File: src/pci_pkg.sv
// package for the pin change interrupt block
package pci_pkg;

    localparam int unsigned PIN_COUNT = 8;

    // ------------------------------------------------------------
    // register byte addresses
    // ------------------------------------------------------------
    localparam logic [7:0] ADDR_RISE_EN  = 8'h00;
    localparam logic [7:0] ADDR_FALL_EN  = 8'h04;
    localparam logic [7:0] ADDR_FLAGS    = 8'h08;
    localparam logic [7:0] ADDR_CONTROL  = 8'h0c;
    localparam logic [7:0] ADDR_IRQ_STAT = 8'h10;
    localparam logic [7:0] ADDR_IRQ_MASK = 8'h14;

    // ------------------------------------------------------------
    // field positions and reset values
    // ------------------------------------------------------------
    localparam int unsigned CTRL_MASTER_EN_BIT = 0;
    localparam int unsigned CTRL_SLEEP_BIT     = 1;
    localparam int unsigned CTRL_SUMMARY_BIT   = 2;
    localparam int unsigned STAT_EDGE_BIT      = 0;
    localparam int unsigned STAT_WAKE_BIT      = 1;
    localparam int unsigned STAT_WIDTH         = 2;

    localparam logic [7:0]  RESET_BYTE  = 8'h00;
    localparam logic [1:0]  RESET_STAT  = 2'h0;
    localparam logic [31:0] RDATA_ZERO  = 32'h0000_0000;

    // pin samples travel together
    typedef struct packed {
        logic [PIN_COUNT-1:0] cur;
        logic [PIN_COUNT-1:0] prev;
    } pci_sample_t;

endpackage : pci_pkg

File: src/pci_top.sv
// pin change interrupt block with apb register slave
`timescale 1ns/100ps

// Notes on behaviour
// any pin or combination of pins may be a change interrupt source.
// interrupt only with master enable set; detection and flags continue regardless.
// per-pin rising-edge detector active when its rise enable bit is set.
// per-pin falling-edge detector active when its fall enable bit is set.
// both enables set means either edge direction is detected and flagged.
// enabled edge sets the pin flag, and interrupts if master enable set.
// summary flag is the OR of all eight pin flags.
// writing zero to a pin flag clears it.
// an edge during a flag write leaves that flag set, whatever is written.
// software should clear flags by AND masking only bits known set.
// with master enable set, a detected enabled edge wakes from sleep.
// an edge during sleep is in the flags in the same cycle that wake is signalled.
// flags set on enabled rising or falling edge; flags reset to zero.
// pins synchronised to clock; edges from current versus previous sample.
module pci_top (
    input  wire logic        pclk,
    input  wire logic        presetn,
    input  wire logic        psel,
    input  wire logic        penable,
    input  wire logic        pwrite,
    input  wire logic [7:0]  paddr,
    input  wire logic [31:0] pwdata,
    output logic      [31:0] prdata,
    output logic             pready,
    output logic             pslverr,
    input  wire logic [7:0]  second_port_pins,
    output logic             change_irq,
    output logic             wake_req,
    output logic             irq
);

    // ------------------------------------------------------------
    // state
    // ------------------------------------------------------------
    logic [7:0]  sync1_q, sync1_d;
    pci_pkg::pci_sample_t smp_q, smp_d;
    logic [2:0]  primed_q, primed_d;
    logic [7:0]  rise_edge_enable_q, rise_edge_enable_d;
    logic [7:0]  fall_edge_enable_q, fall_edge_enable_d;
    logic [7:0]  pin_change_flags_q, pin_change_flags_d;
    logic        change_irq_master_enable_q, change_irq_master_enable_d;
    logic        sleep_q, sleep_d;
    logic [1:0]  stat_q, stat_d;
    logic [1:0]  mask_q, mask_d;
    logic [31:0] prdata_q, prdata_d;
    logic        pready_q, pready_d;
    logic        pslverr_q, pslverr_d;
    logic        change_irq_q, change_irq_d;
    logic        wake_q, wake_d;
    logic        irq_q, irq_d;

    logic [7:0]  rise_seen;
    logic [7:0]  fall_seen;
    logic [7:0]  hit;
    logic        access;
    logic        wr;
    logic        mapped;
    logic        any_hit;

    // ------------------------------------------------------------
    // edge detection
    // ------------------------------------------------------------
    genvar g;
    generate
        for (g = 0; g < pci_pkg::PIN_COUNT; g++)
        begin : g_pin
            // compare current with previous sample
            assign rise_seen[g] = primed_q[2] & smp_q.cur[g] & ~smp_q.prev[g];
            assign fall_seen[g] = primed_q[2] & ~smp_q.cur[g] & smp_q.prev[g];
            // rising detector gated by its enable
            // falling detector gated by its enable
            // either direction when both set
            // each pin an independent source
            assign hit[g] = (rise_seen[g] & rise_edge_enable_q[g]) | (fall_seen[g] & fall_edge_enable_q[g]);
        end
    endgenerate

    assign any_hit = |hit;
    assign access  = psel & penable & ~pready_q;
    assign wr      = access & pwrite;

    always_comb
    begin
        sync1_d    = second_port_pins;
        smp_d.cur  = sync1_q;
        smp_d.prev = smp_q.cur;
        // detection waits until prev holds a real pin sample
        primed_d   = {primed_q[1:0], 1'b1};
    end

    // ------------------------------------------------------------
    // registers and flags
    // ------------------------------------------------------------
    always_comb
    begin
        rise_edge_enable_d         = rise_edge_enable_q;
        fall_edge_enable_d         = fall_edge_enable_q;
        pin_change_flags_d         = pin_change_flags_q;
        change_irq_master_enable_d = change_irq_master_enable_q;
        sleep_d                    = sleep_q;
        mask_d                     = mask_q;
        stat_d                     = stat_q;
        if (wr)
        begin
            case (paddr)
                pci_pkg::ADDR_RISE_EN:  rise_edge_enable_d = pwdata[7:0];
                pci_pkg::ADDR_FALL_EN:  fall_edge_enable_d = pwdata[7:0];
                // written zeros clear flags
                pci_pkg::ADDR_FLAGS:    pin_change_flags_d = pwdata[7:0];
                pci_pkg::ADDR_CONTROL:
                begin
                    change_irq_master_enable_d = pwdata[pci_pkg::CTRL_MASTER_EN_BIT];
                    sleep_d                    = pwdata[pci_pkg::CTRL_SLEEP_BIT];
                end
                pci_pkg::ADDR_IRQ_STAT: stat_d = stat_q & ~pwdata[pci_pkg::STAT_WIDTH-1:0];
                pci_pkg::ADDR_IRQ_MASK: mask_d = pwdata[pci_pkg::STAT_WIDTH-1:0];
                default:                stat_d = stat_q;
            endcase
        end
        // a coincident edge wins over the write
        // hardware sets flags on enabled edges
        // flags set even with master enable clear
        pin_change_flags_d = pin_change_flags_d | hit;
        // wake from sleep only with master enable
        if (sleep_q && any_hit && change_irq_master_enable_q)
        begin
            sleep_d = 1'b0;
        end
        // edge status only with master enable
        if (any_hit && change_irq_master_enable_q)
        begin
            stat_d[pci_pkg::STAT_EDGE_BIT] = 1'b1;
        end
        if (sleep_q && any_hit && change_irq_master_enable_q)
        begin
            stat_d[pci_pkg::STAT_WAKE_BIT] = 1'b1;
        end
    end

    // ------------------------------------------------------------
    // outputs and apb answer
    // ------------------------------------------------------------
    always_comb
    begin
        mapped = 1'b1;
        prdata_d = pci_pkg::RDATA_ZERO;
        case (paddr)
            pci_pkg::ADDR_RISE_EN:  prdata_d[7:0] = rise_edge_enable_q;
            pci_pkg::ADDR_FALL_EN:  prdata_d[7:0] = fall_edge_enable_q;
            pci_pkg::ADDR_FLAGS:    prdata_d[7:0] = pin_change_flags_q;
            pci_pkg::ADDR_CONTROL:
            begin
                prdata_d[pci_pkg::CTRL_MASTER_EN_BIT] = change_irq_master_enable_q;
                prdata_d[pci_pkg::CTRL_SLEEP_BIT]     = sleep_q;
                prdata_d[pci_pkg::CTRL_SUMMARY_BIT]   = |pin_change_flags_q;
            end
            pci_pkg::ADDR_IRQ_STAT: prdata_d[pci_pkg::STAT_WIDTH-1:0] = stat_q;
            pci_pkg::ADDR_IRQ_MASK: prdata_d[pci_pkg::STAT_WIDTH-1:0] = mask_q;
            default:                mapped = 1'b0;
        endcase
        if (!access)
        begin
            prdata_d = prdata_q;
        end
        pready_d  = access;
        pslverr_d = access & ~mapped;
        // summary follows the OR of the flags
        // interrupt raised only with master enable
        change_irq_d = change_irq_master_enable_q & (|pin_change_flags_d);
        // wake raised together with the flag update
        wake_d = sleep_q & change_irq_master_enable_q & any_hit;
        irq_d  = |(stat_d & mask_q);
    end

    always_ff @(posedge pclk or negedge presetn)
    begin
        if (!presetn)
        begin
            sync1_q                    <= pci_pkg::RESET_BYTE;
            smp_q                      <= '0;
            primed_q                   <= '0;
            rise_edge_enable_q         <= pci_pkg::RESET_BYTE;
            fall_edge_enable_q         <= pci_pkg::RESET_BYTE;
            pin_change_flags_q         <= pci_pkg::RESET_BYTE;
            change_irq_master_enable_q <= 1'b0;
            sleep_q                    <= 1'b0;
            stat_q                     <= pci_pkg::RESET_STAT;
            mask_q                     <= pci_pkg::RESET_STAT;
            prdata_q                   <= pci_pkg::RDATA_ZERO;
            pready_q                   <= 1'b0;
            pslverr_q                  <= 1'b0;
            change_irq_q               <= 1'b0;
            wake_q                     <= 1'b0;
            irq_q                      <= 1'b0;
        end
        else
        begin
            sync1_q                    <= sync1_d;
            smp_q                      <= smp_d;
            primed_q                   <= primed_d;
            rise_edge_enable_q         <= rise_edge_enable_d;
            fall_edge_enable_q         <= fall_edge_enable_d;
            pin_change_flags_q         <= pin_change_flags_d;
            change_irq_master_enable_q <= change_irq_master_enable_d;
            sleep_q                    <= sleep_d;
            stat_q                     <= stat_d;
            mask_q                     <= mask_d;
            prdata_q                   <= prdata_d;
            pready_q                   <= pready_d;
            pslverr_q                  <= pslverr_d;
            change_irq_q               <= change_irq_d;
            wake_q                     <= wake_d;
            irq_q                      <= irq_d;
        end
    end

    assign prdata     = prdata_q;
    assign pready     = pready_q;
    assign pslverr    = pslverr_q;
    assign change_irq = change_irq_q;
    assign wake_req   = wake_q;
    assign irq        = irq_q;

    // ------------------------------------------------------------
    // checks
    // ------------------------------------------------------------
    a_rise_sets_flag: assert property (@(posedge pclk) disable iff (!presetn)
        (rise_seen[0] & rise_edge_enable_q[0]) |=> pin_change_flags_q[0])
        else $error("rising edge did not set flag");
    a_fall_sets_flag: assert property (@(posedge pclk) disable iff (!presetn)
        (fall_seen[0] & fall_edge_enable_q[0]) |=> pin_change_flags_q[0])
        else $error("falling edge did not set flag");
    a_no_edge_no_set: assert property (@(posedge pclk) disable iff (!presetn)
        (!pin_change_flags_q[0] && !hit[0] && !(wr && paddr == pci_pkg::ADDR_FLAGS)) |=> !pin_change_flags_q[0])
        else $error("flag set without enabled edge");
    a_edge_beats_wr: assert property (@(posedge pclk) disable iff (!presetn)
        (wr && paddr == pci_pkg::ADDR_FLAGS && hit != 8'h00) |=> ((pin_change_flags_q & $past(hit)) == $past(hit)))
        else $error("edge lost during flag write");
    a_zero_clears: assert property (@(posedge pclk) disable iff (!presetn)
        (wr && paddr == pci_pkg::ADDR_FLAGS && hit == 8'h00) |=> pin_change_flags_q == $past(pwdata[7:0]))
        else $error("flag write not applied");
    a_irq_gated: assert property (@(posedge pclk) disable iff (!presetn)
        change_irq |-> ($past(change_irq_master_enable_q) && pin_change_flags_q != 8'h00))
        else $error("change irq without master enable");
    a_irq_follows: assert property (@(posedge pclk) disable iff (!presetn)
        (change_irq_master_enable_q && hit != 8'h00) |=> change_irq)
        else $error("change irq missing");
    a_wake_edge: assert property (@(posedge pclk) disable iff (!presetn)
        (sleep_q && change_irq_master_enable_q && any_hit) |=> (wake_req && !sleep_q))
        else $error("no wake on edge");
    a_wake_flags: assert property (@(posedge pclk) disable iff (!presetn)
        wake_req |-> pin_change_flags_q != 8'h00)
        else $error("wake before flags recorded");
    a_edge_from_pin: assert property (@(posedge pclk) disable iff (!presetn)
        rise_seen[0] |-> ($past(second_port_pins[0], 2) && !$past(second_port_pins[0], 3)))
        else $error("edge not from synchronised samples");
    a_irq_off: assert property (@(posedge pclk) disable iff (!presetn)
        !change_irq_master_enable_q |=> !change_irq)
        else $error("change irq while master enable clear");
    a_stat_edge_en: assert property (@(posedge pclk) disable iff (!presetn)
        (any_hit && !change_irq_master_enable_q && !stat_q[pci_pkg::STAT_EDGE_BIT])
        |=> !stat_q[pci_pkg::STAT_EDGE_BIT])
        else $error("edge status set without master enable");
    a_stat_edge_set: assert property (@(posedge pclk) disable iff (!presetn)
        (any_hit && change_irq_master_enable_q) |=> stat_q[pci_pkg::STAT_EDGE_BIT])
        else $error("edge status not set");
    a_summary_read: assert property (@(posedge pclk) disable iff (!presetn)
        (access && !pwrite && paddr == pci_pkg::ADDR_CONTROL)
        |=> (prdata[pci_pkg::CTRL_SUMMARY_BIT] == (|$past(pin_change_flags_q))))
        else $error("summary bit not the or of flags");
    a_wake_cause: assert property (@(posedge pclk) disable iff (!presetn)
        wake_req |-> ($past(sleep_q) && $past(change_irq_master_enable_q)))
        else $error("wake without sleep and master enable");
    a_no_wake_awake: assert property (@(posedge pclk) disable iff (!presetn)
        !sleep_q |=> !wake_req)
        else $error("wake while not sleeping");
    a_sleep_held: assert property (@(posedge pclk) disable iff (!presetn)
        (sleep_q && !any_hit && !wr) |=> sleep_q)
        else $error("sleep left without cause");
    a_err_ready: assert property (@(posedge pclk) disable iff (!presetn)
        pslverr |-> pready)
        else $error("error response without ready");

    // ------------------------------------------------------------
    // per-pin checks
    // ------------------------------------------------------------
    generate
        for (g = 0; g < pci_pkg::PIN_COUNT; g++)
        begin : g_pin_chk
            // either edge flags a pin with both enables
            a_both_edges: assert property (@(posedge pclk) disable iff (!presetn)
                ((rise_seen[g] | fall_seen[g]) & rise_edge_enable_q[g] & fall_edge_enable_q[g])
                |=> pin_change_flags_q[g])
                else $error("edge missed with both enables set");
            // a flag moves only by its own edge or a write
            a_pin_isolated: assert property (@(posedge pclk) disable iff (!presetn)
                (!hit[g] && !(wr && paddr == pci_pkg::ADDR_FLAGS))
                |=> (pin_change_flags_q[g] == $past(pin_change_flags_q[g])))
                else $error("pin flag changed without cause");
        end
    endgenerate

endmodule : pci_top
File: config.mk
export PLATFORM = sky130hd
export DESIGN_NAME = pci_top
export DESIGN_NICKNAME = d
export VERILOG_FILES = /design/src/pci_pkg.sv /design/src/pci_top.sv
export SDC_FILE = /design/constraint.sdc
export NUM_CORES = 1
export LEC_CHECK = 0
export BUFFER_PORTS_ARGS = -buffer_cell sky130_fd_sc_hd__buf_2
export CORE_AREA = 2 2 64 96
export CTS_CLUSTER_DIAMETER = 40
export DETAILED_ROUTE_END_ITERATION = 8
export DIE_AREA = 0 0 66 98
export PLACE_DENSITY = 0.83
export SYNTH_ARGS = -nofsm -noshare
export SYNTH_HDL_FRONTEND = slang
export SYNTH_SLANG_ARGS = --single-unit
File: constraint.sdc
create_clock -name pclk -period 6 [get_ports pclk]
set_input_delay 0.3 -clock pclk [delete_from_list [all_inputs] [get_ports pclk]]
set_output_delay 0.3 -clock pclk [all_outputs]
set_load 0.01 [all_outputs]
==> flow_metrics.env, run 1 <==
export IMPL_status="finished clean"
export IMPL_rsz0062_at_grt="false"
export IMPL_cp_max_fo=19
export IMPL_grt_pass1_wl_um=8870
export IMPL_cts_repair_resized=0
export IMPL_clk_latency_ns=0.35
export IMPL_cts_buffers=9
export IMPL_synth_async_reset_ratio_pct=100
export IMPL_yosys_register_bits=70
export IMPL_tightest_slew_ns=0.840
export IMPL_place_ws_ns=3.03
export IMPL_r2r_start="pready"
export IMPL_wirelength_um=5380
export IMPL_arrival_ns=3.23
export IMPL_drtPass1Iterations=4
export IMPL_synth_avg_cell_area_um2=12.0
export IMPL_fp_dieH_um=98
export IMPL_synth_ff_type="dfrtp_1"
export IMPL_yosysMostFrequentCell="dfrtp_1"
export IMPL_fin_cells=373
export IMPL_slew_violations=0
export IMPL_seq_area_frac_synth_pct=58.1
export IMPL_fin_skew_ns=0.0102
export IMPL_synth_xor_area_share_pct=0
export IMPL_synth_compound_area_share_pct=8.72
export IMPL_ios=90
export IMPL_min_to="sync1_q[2]"
export IMPL_netlist_area_um2=3010
export IMPL_p_leak_nw=1.69
export IMPL_synth_edf_count=0
export IMPL_max_freq_mhz=332
export IMPL_holdBufCountCts=0
export IMPL_synthTopCellsByArea="dfrtp_1, mux2_2, buf_4"
export IMPL_cts_buffer_depth=2
export IMPL_cts_sinks=70
export IMPL_power_density_nw_per_um2=261
export IMPL_peakVddDrop_mv=0.158
export IMPL_diodes=0
export IMPL_final_cell_area_um2=3350
export IMPL_period_share_pct=50.1
export IMPL_post_cts_setup_buffers=0
export IMPL_grt_ovfl_total=0
export IMPL_start_kind="flop"
export IMPL_num_vias=2017
export IMPL_synth_simple_area_share_pct=14.7
export IMPL_synth_fa_ha_area_share_pct=0
export IMPL_min_path_cells=1
export IMPL_core_um2=5700
export IMPL_die_area_um2=6470
export IMPL_fin_crit_ns=3.01
export IMPL_die_x_um=66
export IMPL_yosysWarnings=0
export IMPL_syn_inst=252
export IMPL_num_rows=34
export IMPL_setup_tns_ns=0
export IMPL_clkSlewWorstSetupHoldPaths_ns=0.07
export IMPL_wire_per_inst_um=14.4
export IMPL_drv_cap=0
export IMPL_postRouteAntennaNets=0
export IMPL_root_buffer="clkbuf_8"
export IMPL_worstSetupEndpointType="flop"
export IMPL_placed_cell_area_um2=3180
export IMPL_grt_pass1_vias=2023
export IMPL_grt_max_degree=71
export IMPL_cts_tree="built"
export IMPL_r2r_end="change_irq"
export IMPL_utilization_pct=58.8
export IMPL_synthTopCellsByCount="dfrtp_1, buf_4, nand2_1, mux2_2, nand4b_1"
export IMPL_synth_top_area_share_pct=58.1
export IMPL_synth_top_family_by_area="simple AND/OR/NAND/NOR gates"
export IMPL_ff2ff_path_depth=5
export IMPL_nNetsFinal=349
export IMPL_area_growth_pct=11.2
export IMPL_cp_required_ns=6.22
export IMPL_vias_per_cell=5.41
export IMPL_gr_usage_all_layers_pct=18.3
export IMPL_hold_path_class="input port to flop"
export IMPL_initial_core_util_pct=52.9
export IMPL_muxShareOfSynthArea_pct=10.5
export IMPL_synth_largest_area_cell="dfrtp_1"
export IMPL_portBuffers=41
export IMPL_hold_viol_final=0
export IMPL_drt_iter0_drc=194
export IMPL_antenna_found_initial=0
export IMPL_htreeDepth=3
export IMPL_drive_gt1_share_pct=26.9
export IMPL_ff2ff_setup_slack_ns=2.99
export IMPL_synth_cell_types=37
export IMPL_fin_ws_ns=2.99
export IMPL_relSlewSlack_pct=44.0
export IMPL_dpl_hpwl_um=3840
export IMPL_dp_cells=357
export IMPL_gp_congestion=0.846
export IMPL_post_route_drc_count=0
export IMPL_setup_viol=0
export IMPL_hold_path_startpoint="second_port_pins[2]"
export IMPL_criticalPathCategory="flop to flop"
[cell type report]
class                      count  area (µm²)
clock buffer                  12         145
clock inverter                 4        22.5
fill                         489        2350
tap                           72        90.1
sequential                    70        1750
multi-input combinational    169        1110
timing repair buffer          42         213
inverter                       4        15.0
[registers in the layout (all words and copies together) (netlist names)]
signal	cells
irq	1
smp_q	8
primed_q	3
rise_edge_enable_q	8
sync1_q	8
change_irq_master_enable_q	1
pslverr	1
sleep_q	1
fall_edge_enable_q	8
change_irq	1
prdata	8
stat_q	2
smp_d	8
mask_q	2
wake_req	1
pin_change_flags_q	8
pready	1
[worst max-delay path by stage]
stage / to / from / slack, ns / depth (start not counted)
after detailed placement: change_irq / pready / 3.03 / 5
after global placement: change_irq / pready / 3.03 / 5
final: change_irq / pready / 2.99 / 5
after global routing: change_irq / pready / 2.75 / 5
after floorplan: change_irq / paddr[5] / 3.67 / 6
after CTS: change_irq / pready / 3.01 / 5
[layer usage]
layer,track usage [%],routed length [µm]
met5,0,0
met4,14.9,250
met3,4.49,284
met2,28.8,2680
met1,20.5,2160
[critical path, stage by stage (launching register included)]
cell and delay [ns]:
dfrtp_1 0.37, nand3b_1 0.57, nor4_4 0.87, o21ai_0 0.20
or4_1 0.54, o41a_1 0.33
[per-stage QoR]
step           hold WS (ns)  total power [mW]
6_report             0.0549             0.876
5_1_grt              0.0435             0.912
4_1_cts              0.0409             0.885
3_5_place_dp          0.335             0.563
3_3_place_gp          0.331             0.560
2_1_floorplan       0.00441             0.546
[placed cells by master (no fill, tap or decap), types with 4 or more instances in the layout]
cell / Yosys / final
conb_1: 2 / 25
mux2_2: 21 / 21
dfrtp_1: 70 / 70
nand4b_1: 16 / 16
mux2i_1: 8 / 8
clkbuf_8: 0 / 10
nor3_1: 8 / 8
nor2_1: 10 / 10
a22o_1: 7 / 7
o21ai_0: 10 / 10
a21oi_1: 9 / 9
nand2_1: 24 / 24
inv_1: 4 / 4
buf_2: 1 / 41
[kinds of logic after synthesis]
| group | Yosys count |
|---|---|
| AO/OA/AOI/OAI | 40 |
| other | 2 |
| AND/OR/NAND/NOR | 75 |
| buffers and inverters | 36 |
| multiplexers | 29 |
| flip-flops | 70 |
[power breakdown]
group | total, mW | internal (mW) | switching [mW]
logic | 0.0551 | 0.0189 | 0.0362
registers | 0.499 | 0.488 | 0.0112
clock network | 0.322 | 0.159 | 0.163
total | 0.876 | 0.666 | 0.210
Power figures use the tool's default switching activity.
==> inputs of run 2 (changes only) <==
CORE_AREA = 2 2 66 100   (was 2 2 64 96)
DIE_AREA = 0 0 68 102   (was 0 0 66 98)
PLACE_DENSITY = 0.78   (was 0.83)
clock period = 3.1 ns   (was 6 ns; I/O delays follow)
==> run 2 against run 1 <==
Net effect:
- register-to-register slack worse by 2.5 ns
- hold slack better by 0.010 ns
- sequential cell count unchanged
- global-route usage rose by 0.93 points
- setup slack got worse by 2.5 ns
- sequential share of layout area is 2.3 points lower
- critical path depth stayed put
- largest cell class unchanged
- fmax is 16% higher
- sequential power increased by 94%
- count of clock-buffer cells in the layout is 1 lower
- cell count up 3.8%
- combinational power up 120%
- largest power group unchanged
==> flow_metrics.env, run 2 (synthesis gave the netlist of run 1 again) <==
export IMPL_hold_path_class="input port to flop"
export IMPL_diodes=0
export IMPL_cts_buffers=9
export IMPL_die_x_um=68
export IMPL_final_cell_mix="dfrtp_1, buf_2, conb_1, nand2_1, mux2_2"
export IMPL_status="finished clean"
export IMPL_power_share_switching_pct=23.9
export IMPL_arrival_ns=2.83
export IMPL_criticalPathCategory="flop to flop"
export IMPL_utilization_pct=58.1
export IMPL_final_cell_area_um2=3510
export IMPL_relSlewSlack_pct=50.9
export IMPL_hold_viol_final=0
export IMPL_cp_startpoint="pready"
export IMPL_fin_skew_ns=0.0118
export IMPL_final_common_cell="dfrtp_1"
export IMPL_n_fill_cell=522
export IMPL_wire_per_inst_um=15.1
export IMPL_fp_dieH_um=102
export IMPL_core_um2=6040
export IMPL_clock_power_share_pct=41.1
export IMPL_place_ws_ns=0.391
export IMPL_crit_slowest_cell="nor4_4"
export IMPL_num_rows=35
export IMPL_wirelength_um=5840
export IMPL_tightest_slew_ns=0.731
export IMPL_grt_max_degree=28
export IMPL_cp_max_fo=15
export IMPL_drive_gt1_share_pct=27.5
export IMPL_seq_area_um2=1750
export IMPL_clk_latency_ns=0.35
export IMPL_ff2ff_setup_slack_ns=0.50
export IMPL_post_cts_setup_buffers=0
export IMPL_holdBufCountCts=9
export IMPL_multi_input_area_um2=1110
export IMPL_gr_usage_all_layers_pct=19.2
export IMPL_ios=90
export IMPL_fin_ws_ns=0.498
export IMPL_power_density_nw_per_um2=526
export IMPL_drv_cap=0
export IMPL_pwr_share_seq_pct=52.4
export IMPL_postRouteAntennaNets=0
export IMPL_num_vias=2059
export IMPL_clkSlewWorstSetupHoldPaths_ns=0.08
export IMPL_grt_pass1_vias=2060
export IMPL_root_buffer="clkbuf_8"
export IMPL_p_leak_nw=1.76
export IMPL_fin_cells=387
export IMPL_setup_tns_ns=0
export IMPL_power_switching_uw=440
export IMPL_initial_core_util_pct=49.9
export IMPL_post_route_drc_count=0
export IMPL_worstSetupEndpointType="flop"
export IMPL_htreeDepth=3
export IMPL_grt_pass1_wl_um=9600
export IMPL_period_share_pct=83.9
export IMPL_dp_cells=362
export IMPL_hold_path_startpoint="pwdata[3]"
export IMPL_slew_violations=0
export IMPL_drt_iter0_drc=164
export IMPL_crit_chain="nand3b_1, nor4_4, o21ai_0, or4_1, o41a_1"
export IMPL_cts_buffer_depth=2
export IMPL_max_freq_mhz=384
export IMPL_start_kind="flop"
export IMPL_slowest_delay_ns=0.72
export IMPL_dpl_hpwl_um=4190
export IMPL_cts_repair_resized=0
export IMPL_grt_ovfl_total=0
export IMPL_cts_tree="built"
export IMPL_die_area_um2=6940
export IMPL_setup_viol=0
export IMPL_cts_sinks=70
export IMPL_nNetsFinal=361
export IMPL_r2r_start="pready"
export IMPL_area_growth_pct=16.4
export IMPL_drtPass1Iterations=4
export IMPL_placed_cell_area_um2=3210
export IMPL_portBuffers=41
export IMPL_rsz0062_at_grt="false"
export IMPL_cp_required_ns=3.33
export IMPL_p_comb_share_pct=6.5
export IMPL_peakVddDrop_mv=0.323
export IMPL_fin_crit_ns=2.60
export IMPL_gp_congestion=0.895
export IMPL_p_int_mw=1.40
export IMPL_antenna_found_initial=0
export IMPL_vias_per_cell=5.32
-- run 2: cell count changes in the layout (fill, tap and decap cells not counted), sizes merged --
cell / change
clkinv: -2
clkbuf: -1
buf: +3
clkinvlp: +2
bufinv: +1
dlygate4sd3: +9
-- run 2: final timing paths --
kind                                    endpoint  cells past startpoint
hold / removal             rise_edge_enable_q[3]                      2
min in group asynchronous               smp_q[5]                      2
setup reg to reg                      change_irq                      5
hold reg to reg                         smp_d[7]                      0
max in group asynchronous  rise_edge_enable_q[1]                      3
setup / recovery                      change_irq                      5
-- run 2: stage by stage --
step | total power, mW | hold WS, ns
finish | 1.84 | 0.0653
global route | 1.91 | 0.0825
CTS | 1.86 | 0.0552
detailed placement | 1.09 | 0.192
global placement | 1.09 | 0.174
floorplan | 1.06 | -0.141
-- run 2: power by group through the flow --
stage / Clock, mW / Combinational [mW] / Sequential, mW
after detailed placement: 0 / 0.112 / 0.983
final: 0.758 / 0.120 / 0.966
after floorplan: 0 / 0.0824 / 0.975
after CTS: 0.771 / 0.121 / 0.966
after global placement: 0 / 0.108 / 0.980
after global routing: 0.805 / 0.135 / 0.969
-- run 2: metal layers --
layer,vias to the layer above,part of all wire (%),GRT usage (%)
met4,0,2.8,11.5
li1,975,-,-
met5,-,0,0
met1,1006,39,21.5
met3,10,4.5,3.96
met2,68,54,32.9
-- run 2: worst max-delay path: cells and delay by family (launching register included) --
family             cells  cell delay, ns
AOI/OAI and AO/OA      2            0.57
DFF                    1            0.38
and+or+nand+nor        3            1.54
-- run 2: layout make-up --
| cell class | instances | area share, % |
|---|---|---|
| Multi-Input combinational cell | 169 | 31.8 |
| Sequential cell | 70 | 49.9 |
| Clock buffer | 11 | 4.32 |
| Inverter | 4 | 0.428 |
| Timing Repair Buffer | 54 | 9.27 |
| Clock inverter | 5 | 1.64 |
| Tap cell | 74 | 2.64 |
